[src/hw/csf_pkg.sv]
// What this block does
// - The flags register may be the destination of any instruction, like any other data register.
// - An instruction that updates the zero, digit-carry or carry flags ignores written data for those bits and keeps the computed flags.
// - The time-out and power-down flags ignore all software writes and change only through reset and sleep/watchdog events.
// - Clearing the flags register clears the three bank bits and sets the zero flag, leaving 000u u1uu.
// - Bit clear, bit set, nibble swap and accumulator move leave the three arithmetic flags alone, and software should use only these on it.
// - In subtraction carry and digit carry are active-low borrows, the subtraction being an add of the two's complement.
// - Bit 7 picks banks 2 and 3 (from 100h) for indirect addressing when 1, banks 0 and 1 when 0.
// - The time-out flag is 1 after power-up, watchdog kick or sleep, and 0 after a watchdog time-out.
// - One physical register answers at 03h, 83h, 103h and 183h.
package csf_pkg;

    // Register location within any bank
    localparam logic [6:0] CSF_REG_OFFSET = 7'h03;
    localparam int CSF_ADDR_W = 9;
    localparam int CSF_BANK_W = 7;

    // Field positions
    localparam int CSF_BIT_CARRY = 0;
    localparam int CSF_BIT_DIGIT = 1;
    localparam int CSF_BIT_ZERO = 2;
    localparam int CSF_BIT_LOW_POWER = 3;
    localparam int CSF_BIT_EXPIRY = 4;
    localparam int CSF_BIT_PAGE_LO = 5;
    localparam int CSF_BIT_PAGE_HI = 6;
    localparam int CSF_BIT_IND_PAGE = 7;

    // Masks
    localparam logic [7:0] CSF_MASK_ARITH = 8'h07;
    localparam logic [7:0] CSF_MASK_ZERO = 8'h04;
    localparam logic [7:0] CSF_MASK_CARRY = 8'h01;
    localparam logic [7:0] CSF_MASK_NONE = 8'h00;
    localparam logic [7:0] CSF_MASK_RESET_SRC = 8'h18;

    // Power-up value: banks 0, both reset-cause flags 1, arith flags 0
    localparam logic [7:0] CSF_RESET_VALUE = 8'h18;

    typedef enum logic [4:0] {
        CSF_OP_NOP,
        CSF_OP_ADD_ACCUM_FILE,
        CSF_OP_ADD_LITERAL,
        CSF_OP_SUB_FROM_LITERAL,
        CSF_OP_SUB_ACCUM_FROM_FILE,
        CSF_OP_AND,
        CSF_OP_OR,
        CSF_OP_XOR,
        CSF_OP_INCREMENT,
        CSF_OP_DECREMENT,
        CSF_OP_COMPLEMENT,
        CSF_OP_MOVE_FILE,
        CSF_OP_ROTATE_LEFT,
        CSF_OP_ROTATE_RIGHT,
        CSF_OP_CLEAR_FILE,
        CSF_OP_BIT_CLEAR,
        CSF_OP_BIT_SET,
        CSF_OP_NIBBLE_EXCHANGE,
        CSF_OP_MOVE_ACCUM_TO_FILE,
        CSF_OP_WATCHDOG_KICK,
        CSF_OP_SLEEP
    } csf_op_t;

    typedef struct packed {
        csf_op_t op;
        logic [7:0] accum;
        logic [7:0] operand;
        logic [2:0] bit_sel;
        logic to_file;
        logic [CSF_ADDR_W-1:0] dest_addr;
    } csf_exec_t;

    typedef struct packed {
        logic [7:0] flags;
        logic [7:0] result;
        logic result_valid;
        logic result_to_file;
        logic [7:0] rd_data;
        logic rd_hit;
        logic [CSF_ADDR_W-1:0] direct_addr;
        logic [CSF_ADDR_W-1:0] indirect_addr;
    } csf_state_t;

endpackage

[src/hw/csf_status_flags.sv]
`timescale 1ns/10ps
`default_nettype none
module csf_status_flags
    import csf_pkg::*;
#(
    parameter int ADDR_W = CSF_ADDR_W
)
(
    // Clock, reset, enable
    input wire logic clock_i,
    input wire logic reset_n_i,
    input wire logic clk_en_i,
    // Instruction execution
    input wire logic exec_valid_i,
    input wire csf_exec_t exec_i,
    input wire logic watchdog_timeout_i,
    // Register read port
    input wire logic rd_en_i,
    input wire logic [ADDR_W-1:0] rd_addr_i,
    // Address formation
    input wire logic [CSF_BANK_W-1:0] file_addr_i,
    input wire logic [7:0] pointer_i,
    // Outputs
    output logic [7:0] flags_o,
    output logic [7:0] result_o,
    output logic result_valid_o,
    output logic result_to_file_o,
    output logic [7:0] rd_data_o,
    output logic rd_hit_o,
    output logic [ADDR_W-1:0] direct_addr_o,
    output logic [ADDR_W-1:0] indirect_addr_o
);

    if (ADDR_W != CSF_ADDR_W)
    begin : g_bad_width
        $error("csf_status_flags: only a 9-bit data address is served");
    end

    csf_state_t s;
    csf_state_t next_s;

    logic [8:0] sum;
    logic [4:0] nib;
    logic [7:0] add_x;
    logic [7:0] add_y;
    logic add_cin;
    logic [7:0] res;
    logic [7:0] affected;
    logic [7:0] calc;
    logic writes_file;
    logic hit_write;
    logic [7:0] flags;

    // Same register in every bank: only the in-bank offset is decoded
    function automatic logic is_flags_addr(input logic [ADDR_W-1:0] a);
        is_flags_addr = (a[CSF_BANK_W-1:0] == CSF_REG_OFFSET);
    endfunction

    always_comb
    begin
        next_s = s;
        res = exec_i.operand;
        affected = CSF_MASK_NONE;
        writes_file = exec_i.to_file;
        calc = s.flags;

        // Subtraction is an add of the two's complement, so carry
        // out means no borrow
        if (exec_i.op == CSF_OP_SUB_FROM_LITERAL ||
            exec_i.op == CSF_OP_SUB_ACCUM_FROM_FILE)
        begin
            add_x = exec_i.operand;
            add_y = ~exec_i.accum;
            add_cin = 1'b1;
        end
        else
        begin
            add_x = exec_i.operand;
            add_y = exec_i.accum;
            add_cin = 1'b0;
        end
        sum = {1'b0, add_x} + {1'b0, add_y} + {8'h00, add_cin};
        nib = {1'b0, add_x[3:0]} + {1'b0, add_y[3:0]} + {4'h0, add_cin};

        case (exec_i.op)
            CSF_OP_ADD_ACCUM_FILE, CSF_OP_ADD_LITERAL,
            CSF_OP_SUB_FROM_LITERAL, CSF_OP_SUB_ACCUM_FROM_FILE:
            begin
                res = sum[7:0];
                affected = CSF_MASK_ARITH;
                calc[CSF_BIT_CARRY] = sum[8];
                calc[CSF_BIT_DIGIT] = nib[4];
            end
            CSF_OP_AND:
            begin
                res = exec_i.operand & exec_i.accum;
                affected = CSF_MASK_ZERO;
            end
            CSF_OP_OR:
            begin
                res = exec_i.operand | exec_i.accum;
                affected = CSF_MASK_ZERO;
            end
            CSF_OP_XOR:
            begin
                res = exec_i.operand ^ exec_i.accum;
                affected = CSF_MASK_ZERO;
            end
            CSF_OP_INCREMENT:
            begin
                res = exec_i.operand + 8'h01;
                affected = CSF_MASK_ZERO;
            end
            CSF_OP_DECREMENT:
            begin
                res = exec_i.operand - 8'h01;
                affected = CSF_MASK_ZERO;
            end
            CSF_OP_COMPLEMENT:
            begin
                res = ~exec_i.operand;
                affected = CSF_MASK_ZERO;
            end
            CSF_OP_MOVE_FILE:
            begin
                res = exec_i.operand;
                affected = CSF_MASK_ZERO;
            end
            CSF_OP_ROTATE_LEFT:
            begin
                res = {exec_i.operand[6:0], s.flags[CSF_BIT_CARRY]};
                affected = CSF_MASK_CARRY;
                calc[CSF_BIT_CARRY] = exec_i.operand[7];
            end
            CSF_OP_ROTATE_RIGHT:
            begin
                res = {s.flags[CSF_BIT_CARRY], exec_i.operand[7:1]};
                affected = CSF_MASK_CARRY;
                calc[CSF_BIT_CARRY] = exec_i.operand[0];
            end
            CSF_OP_CLEAR_FILE:
            begin
                res = 8'h00;
                affected = CSF_MASK_ZERO;
                writes_file = 1'b1;
            end
            CSF_OP_BIT_CLEAR:
            begin
                res = exec_i.operand;
                res[exec_i.bit_sel] = 1'b0;
                writes_file = 1'b1;
            end
            CSF_OP_BIT_SET:
            begin
                res = exec_i.operand;
                res[exec_i.bit_sel] = 1'b1;
                writes_file = 1'b1;
            end
            CSF_OP_NIBBLE_EXCHANGE:
            begin
                res = {exec_i.operand[3:0], exec_i.operand[7:4]};
            end
            CSF_OP_MOVE_ACCUM_TO_FILE:
            begin
                res = exec_i.accum;
                writes_file = 1'b1;
            end
            CSF_OP_NOP, CSF_OP_WATCHDOG_KICK, CSF_OP_SLEEP:
            begin
                writes_file = 1'b0;
            end
            default:
            begin
                writes_file = 1'b0;
            end
        endcase

        if (affected[CSF_BIT_ZERO])
        begin
            calc[CSF_BIT_ZERO] = (res == 8'h00);
        end

        hit_write = exec_valid_i && writes_file &&
                    is_flags_addr(exec_i.dest_addr);
        flags = s.flags;
        if (hit_write)
        begin
            // Reset-cause flags are not software writable
            flags = (res & ~CSF_MASK_RESET_SRC) |
                    (s.flags & CSF_MASK_RESET_SRC);
            // A flag-computing op locks all three arith bits, so a
            // clear keeps carry and digit carry
            if (affected != CSF_MASK_NONE)
            begin
                flags = (flags & ~CSF_MASK_ARITH) |
                        (s.flags & CSF_MASK_ARITH);
            end
        end
        if (exec_valid_i)
        begin
            // Computed flags override written data
            flags = (flags & ~affected) | (calc & affected);
            if (exec_i.op == CSF_OP_WATCHDOG_KICK)
            begin
                flags[CSF_BIT_EXPIRY] = 1'b1;
                flags[CSF_BIT_LOW_POWER] = 1'b1;
            end
            else if (exec_i.op == CSF_OP_SLEEP)
            begin
                flags[CSF_BIT_EXPIRY] = 1'b1;
                flags[CSF_BIT_LOW_POWER] = 1'b0;
            end
        end
        // Time-out is the hardware event and wins over a kick
        if (watchdog_timeout_i)
        begin
            flags[CSF_BIT_EXPIRY] = 1'b0;
        end
        next_s.flags = flags;

        next_s.result = res;
        next_s.result_valid = exec_valid_i &&
                              exec_i.op != CSF_OP_NOP &&
                              exec_i.op != CSF_OP_WATCHDOG_KICK &&
                              exec_i.op != CSF_OP_SLEEP;
        next_s.result_to_file = exec_valid_i && writes_file;

        // Read returns the value before this cycle's update
        next_s.rd_hit = rd_en_i && is_flags_addr(rd_addr_i);
        next_s.rd_data = next_s.rd_hit ? s.flags : 8'h00;

        // Bank bits as they stand when the address is formed
        next_s.direct_addr = {s.flags[CSF_BIT_PAGE_HI],
                              s.flags[CSF_BIT_PAGE_LO],
                              file_addr_i};
        next_s.indirect_addr = {s.flags[CSF_BIT_IND_PAGE],
                                pointer_i};
    end

    always_ff @(posedge clock_i)
    begin
        if (!reset_n_i)
        begin
            s <= '0;
            s.flags <= CSF_RESET_VALUE;
        end
        else if (clk_en_i)
        begin
            s <= next_s;
        end
    end

    assign flags_o = s.flags;
    assign result_o = s.result;
    assign result_valid_o = s.result_valid;
    assign result_to_file_o = s.result_to_file;
    assign rd_data_o = s.rd_data;
    assign rd_hit_o = s.rd_hit;
    assign direct_addr_o = s.direct_addr;
    assign indirect_addr_o = s.indirect_addr;

endmodule
`default_nettype wire

[config.mk]
export PLATFORM = sky130hd
export DESIGN_NAME = csf_status_flags
export DESIGN_NICKNAME = d
export VERILOG_FILES = /design/src/hw/csf_pkg.sv /design/src/hw/csf_status_flags.sv
export SDC_FILE = /design/constraint.sdc
export NUM_CORES = 1
export LEC_CHECK = 0
export ABC_AREA = 1
export BUFFER_PORTS_ARGS = -buffer_cell sky130_fd_sc_hd__buf_2
export CELL_PAD_IN_SITES_DETAIL_PLACEMENT = 1
export CELL_PAD_IN_SITES_GLOBAL_PLACEMENT = 1
export CORE_MARGIN = 1
export CORE_UTILIZATION = 36
export DETAILED_ROUTE_END_ITERATION = 16
export PLACE_DENSITY_LB_ADDON = 0.1
export SLEW_MARGIN = 5
export SYNTH_ARGS = -nofsm -noshare
export SYNTH_HDL_FRONTEND = slang
export SYNTH_SLANG_ARGS = --single-unit
export TNS_END_PERCENT = 30
[constraint.sdc]
create_clock -name clock_i -period 3.7 [get_ports clock_i]
set_input_delay 0.74 -clock clock_i [delete_from_list [all_inputs] [get_ports clock_i]]
set_output_delay 0.74 -clock clock_i [all_outputs]
set_load 0.005 [all_outputs]
==> impl_results.rst <==
.. list-table::
   :header-rows: 1

   * - Metric
     - Value
   * - Area share of the largest cell type after synthesis
     - 23.38%
   * - GRT Total Usage
     - 26.35%
   * - Number of antenna violations at the first check in global routing
     - 0
   * - Pin count of the biggest net entering global routing
     - 40
   * - Count of vias placed by the detailed router
     - 4722
   * - Worst vdd rail ir drop
     - 0.2037 mV
   * - Endpoint class of the critical path
     - register
   * - Global-route wire length before repair
     - 23470 um
   * - Number of levels the H-tree was split into
     - 2
   * - Standard cell core area
     - 0.01037 sq mm
   * - Post-synthesis sequential area ratio
     - 23.38%
   * - Run status
     - finished clean
   * - Clock Sink Count
     - 45
   * - P_sw
     - 0.4416 mW
   * - Quantity of hold-fixing buffers added after cts
     - 0
   * - Leading area contributor after synthesis
     - sky130_fd_sc_hd__dfxtp_1
   * - I/O pins
     - 109
   * - Starting density of the core
     - 37.15%
   * - Period utilisation layout
     - 89.15%
   * - Measured slew at the worst slew-check pin
     - 0.6719 ns
   * - Final-layout setup total negative slack
     - 0 ns
   * - Number of rows created at floorplan
     - 37
   * - Synthesized area per cell
     - 5.918 sq um
   * - Final global-route overflow total
     - 0
   * - Path category of the worst min-delay check
     - register to register
   * - Routed Antenna Nets
     - 0
   * - Sequential Area
     - 900.9 sq um
   * - Number of flip-flops and latches in the synthesized netlist
     - 45
   * - Finish-stage setup viols
     - 0
   * - Unique cell type count in the Yosys netlist
     - 40
   * - Vias in the first global route
     - 4791
   * - Cell at the root of the clock tree
     - sky130_fd_sc_hd__clkbuf_8
   * - Routed WL
     - 14500 um
   * - Part of the total power dissipated in the clock network
     - 30.2%
   * - EDFF count, synth
     - 0
   * - Die Y
     - 105.4 um
   * - Part of the power in combinational logic
     - 30.0%
   * - Achievable clock frequency
     - 0.3032 GHz
   * - Area of the multi-input gates
     - 0.002596 sq mm
   * - Netlist area before placement
     - 0.003852 sq mm
   * - CP startpoint
     - exec_i[30]
   * - Clock tree from TritonCTS
     - done
   * - Layout cells sized above 1
     - 20.80%
   * - Buffer depth of the longest clock path
     - 2
   * - Post-Synthesis Net Count
     - 732
   * - Quantity of I/O buffers inserted on ports
     - 104
   * - Internal Power
     - 0.8620 mW
   * - Placement-stage cell area
     - 0.004488 sq mm
   * - HPWL reported at the end of detailed placement
     - 11660 um
   * - Crit start category
     - input port
   * - Fraction of power consumed by sequential logic
     - 39.8%
   * - Max-capacitance violation count
     - 0
   * - Power Total
     - 1.304 mW
   * - Instance count of the mapped netlist
     - 651
   * - Ranking of synthesized cells by area
     - sky130_fd_sc_hd__dfxtp_1 23%, sky130_fd_sc_hd__nand2_1 17%, sky130_fd_sc_hd__nor2_1 10%
   * - Via count normalized by instance count
     - 5.330
   * - Setup Crit Path Kind
     - input port to register
   * - PostCTS Resize Cnt
     - 0
   * - Final Critical Period
     - 3.299 ns
   * - Number of buffers added by the clock tree synthesis step
     - 5
   * - Clock slew at the register clock pins of the worst setup and hold paths
     - 0.09 ns
   * - Data arrival, critical path
     - 3.53 ns
   * - Worst min-delay path startpoint
     - direct_addr_o[8]
   * - Highest net fanout along the worst path
     - 9
   * - Number of search-and-repair iterations in the first detailed-routing pass
     - 4
   * - Iteration-0 DRC Markers
     - 198
   * - GPL Wtd Cong
     - 0.9474
   * - Reg2Reg Launch Point
     - flags_o[0]
   * - Area growth syn-to-layout
     - 19.62%
   * - Number of antenna diodes
     - 0
   * - Non-filler cells in the finished layout
     - 886
   * - Worst-case headroom to the max-slew limit
     - 54.79%
   * - Post CTS Setup Buffer Count
     - 0
   * - Die Outline Area
     - 0.01112 sq mm
   * - Die boundary width
     - 105.4 um
   * - Slew Limit Fails
     - 0
   * - Total instance count after detailed placement
     - 878
   * - Sw frac
     - 33.88%
   * - Data required time of the worst path
     - 3.93 ns
   * - Static power due to leakage
     - 2.423 nW
   * - Clock Latency Late Sink
     - 0.30 ns
   * - Post-Route Hold Slack
     - 0.4678 ns
   * - Total power density per cell area
     - 282.9 mW/mm^2
   * - Number of nets at the end of the flow
     - 830
   * - Post-layout instance area
     - 0.004608 sq mm
   * - Unrepaired setup endpoints after global routing
     - no
   * - Filler cell count in the final layout
     - 1507
   * - Average wire length per cell after detail routing
     - 16.37 um
   * - Leading register cell type out of synthesis
     - sky130_fd_sc_hd__dfxtp_1
   * - DRC violation count after routing
     - 0
   * - Fraction of synthesis flops using an asynchronous set or reset pin
     - 0%
   * - Maximum clock skew at final layout
     - 0.008588 ns
   * - Final Hold Viols
     - 0
   * - Synthesis warning total
     - 0
power groups by stage:
stage          Sequential (mW)  Combinational (mW)  Clock (mW)
5_1_grt                  0.522               0.437       0.422
2_1_floorplan            0.531               0.233           0
3_5_place_dp             0.530               0.388           0
4_1_cts                  0.519               0.391       0.402
3_3_place_gp             0.529               0.374           0
6_report                 0.519               0.391       0.394
critical path, cell delays in order:
cell and delay, ns:
sky130_fd_sc_hd__buf_2 0.14, sky130_fd_sc_hd__nor2_2 0.26, sky130_fd_sc_hd__nand2_1 0.13, sky130_fd_sc_hd__nand2_2 0.10, sky130_fd_sc_hd__nand2_4 0.11, sky130_fd_sc_hd__xor2_1 0.22, sky130_fd_sc_hd__inv_1 0.09, sky130_fd_sc_hd__fa_1 0.43
sky130_fd_sc_hd__inv_1 0.11, sky130_fd_sc_hd__nand4_1 0.10, sky130_fd_sc_hd__o211ai_1 0.16, sky130_fd_sc_hd__nand2_1 0.13, sky130_fd_sc_hd__nand2_1 0.08, sky130_fd_sc_hd__nor2_1 0.04, sky130_fd_sc_hd__nor2_1 0.12, sky130_fd_sc_hd__nand3_1 0.18
sky130_fd_sc_hd__nor2_1 0.15, sky130_fd_sc_hd__nand3_1 0.09, sky130_fd_sc_hd__a21oi_1 0.13
final timing paths:
| check | to | slack (ns) | cells after the start |
|---|---|---|---|
| min reg2reg | direct_addr_o[8] | 0.47 | 2 |
| max reg2reg | result_o[7] | 2.12 | 10 |
| min | direct_addr_o[8] | 0.47 | 2 |
| max | flags_o[2] | 0.40 | 19 |
stage by stage:
| step | worst slack [ns] | utilization [%] |
|---|---|---|
| after floorplan | 0.7489 | - |
| after global placement | 0.2847 | 43.28 |
| after detailed placement | 0.08970 | 43.28 |
| after CTS | 0.3860 | 44.44 |
| after global routing | 0.06134 | 44.44 |
| final | 0.4014 | 44.44 |
cell families (layout without fill, tap and decap cells):
| group | count (synthesis) | after routing | share of synthesized area, % |
|---|---|---|---|
| compound gates | 105 | 105 | 14.62 |
| xor+xnor | 10 | 10 | 2.274 |
| flops | 45 | 45 | 23.38 |
| simple gates | 388 | 388 | 44.59 |
| buf+inv | 86 | 185 | 9.224 |
| fa+ha+maj | 17 | 17 | 5.911 |
area by class of cell:
cell class	instances	area share (%)
clock buffers	6	1.792
clock inverters	2	0.8146
repair buffers	111	12.44
multi-input cells	520	56.34
flip-flops and latches	45	19.55
inverters	66	5.376
well taps	136	3.693
metal layers:
metal	wire (um)	vias up	track usage (%)
li1	-	2315	-
met1	6705	2275	34.43
met2	7032	115	46.95
met3	551	17	2.412
met4	212	0	5.332
met5	0	-	0
layout by cell type, fill, tap and decap left out, types with 10 or more instances in the layout:
cell type and instances:
sky130_fd_sc_hd__nand2_1 171, sky130_fd_sc_hd__nor2_1 107, sky130_fd_sc_hd__buf_2 104, sky130_fd_sc_hd__inv_1 55, sky130_fd_sc_hd__nand3_1 53, sky130_fd_sc_hd__dfxtp_1 45, sky130_fd_sc_hd__o21ai_0 44, sky130_fd_sc_hd__a21oi_1 40
sky130_fd_sc_hd__nand4_1 15, sky130_fd_sc_hd__ha_1 15, sky130_fd_sc_hd__inv_2 10
registers in the layout, summed over array words and instances, names as in the netlist, named ones only:
| register | cells |
|---|---|
| direct_addr_o | 9 |
| flags_o | 7 |
| indirect_addr_o | 9 |
| rd_data_o | 8 |
| rd_hit_o | 1 |
| result_o | 8 |
| result_to_file_o | 1 |
| result_valid_o | 1 |
cell usage after synthesis, types with 2 or more instances:
library cell	count
sky130_fd_sc_hd__a21oi_1	40
sky130_fd_sc_hd__buf_1	2
sky130_fd_sc_hd__buf_2	2
sky130_fd_sc_hd__buf_4	4
sky130_fd_sc_hd__buf_6	2
sky130_fd_sc_hd__clkbuf_1	10
sky130_fd_sc_hd__dfxtp_1	45
sky130_fd_sc_hd__fa_1	2
sky130_fd_sc_hd__ha_1	15
sky130_fd_sc_hd__inv_1	55
sky130_fd_sc_hd__inv_2	10
sky130_fd_sc_hd__nand2_1	171
sky130_fd_sc_hd__nand2_2	6
sky130_fd_sc_hd__nand2_4	2
sky130_fd_sc_hd__nand3_1	53
sky130_fd_sc_hd__nand3_2	4
sky130_fd_sc_hd__nand3b_1	6
sky130_fd_sc_hd__nand4_1	15
sky130_fd_sc_hd__nor2_1	107
sky130_fd_sc_hd__nor2_2	7
sky130_fd_sc_hd__nor2_4	2
sky130_fd_sc_hd__nor3_1	6
sky130_fd_sc_hd__nor4_1	2
sky130_fd_sc_hd__o211ai_1	4
sky130_fd_sc_hd__o21ai_0	44
sky130_fd_sc_hd__o21ai_1	5
sky130_fd_sc_hd__o221ai_1	2
sky130_fd_sc_hd__o22ai_1	5
sky130_fd_sc_hd__or2_2	4
sky130_fd_sc_hd__xnor2_1	2
sky130_fd_sc_hd__xor2_1	8
Note: power is estimated with default switching activity, not from simulation.
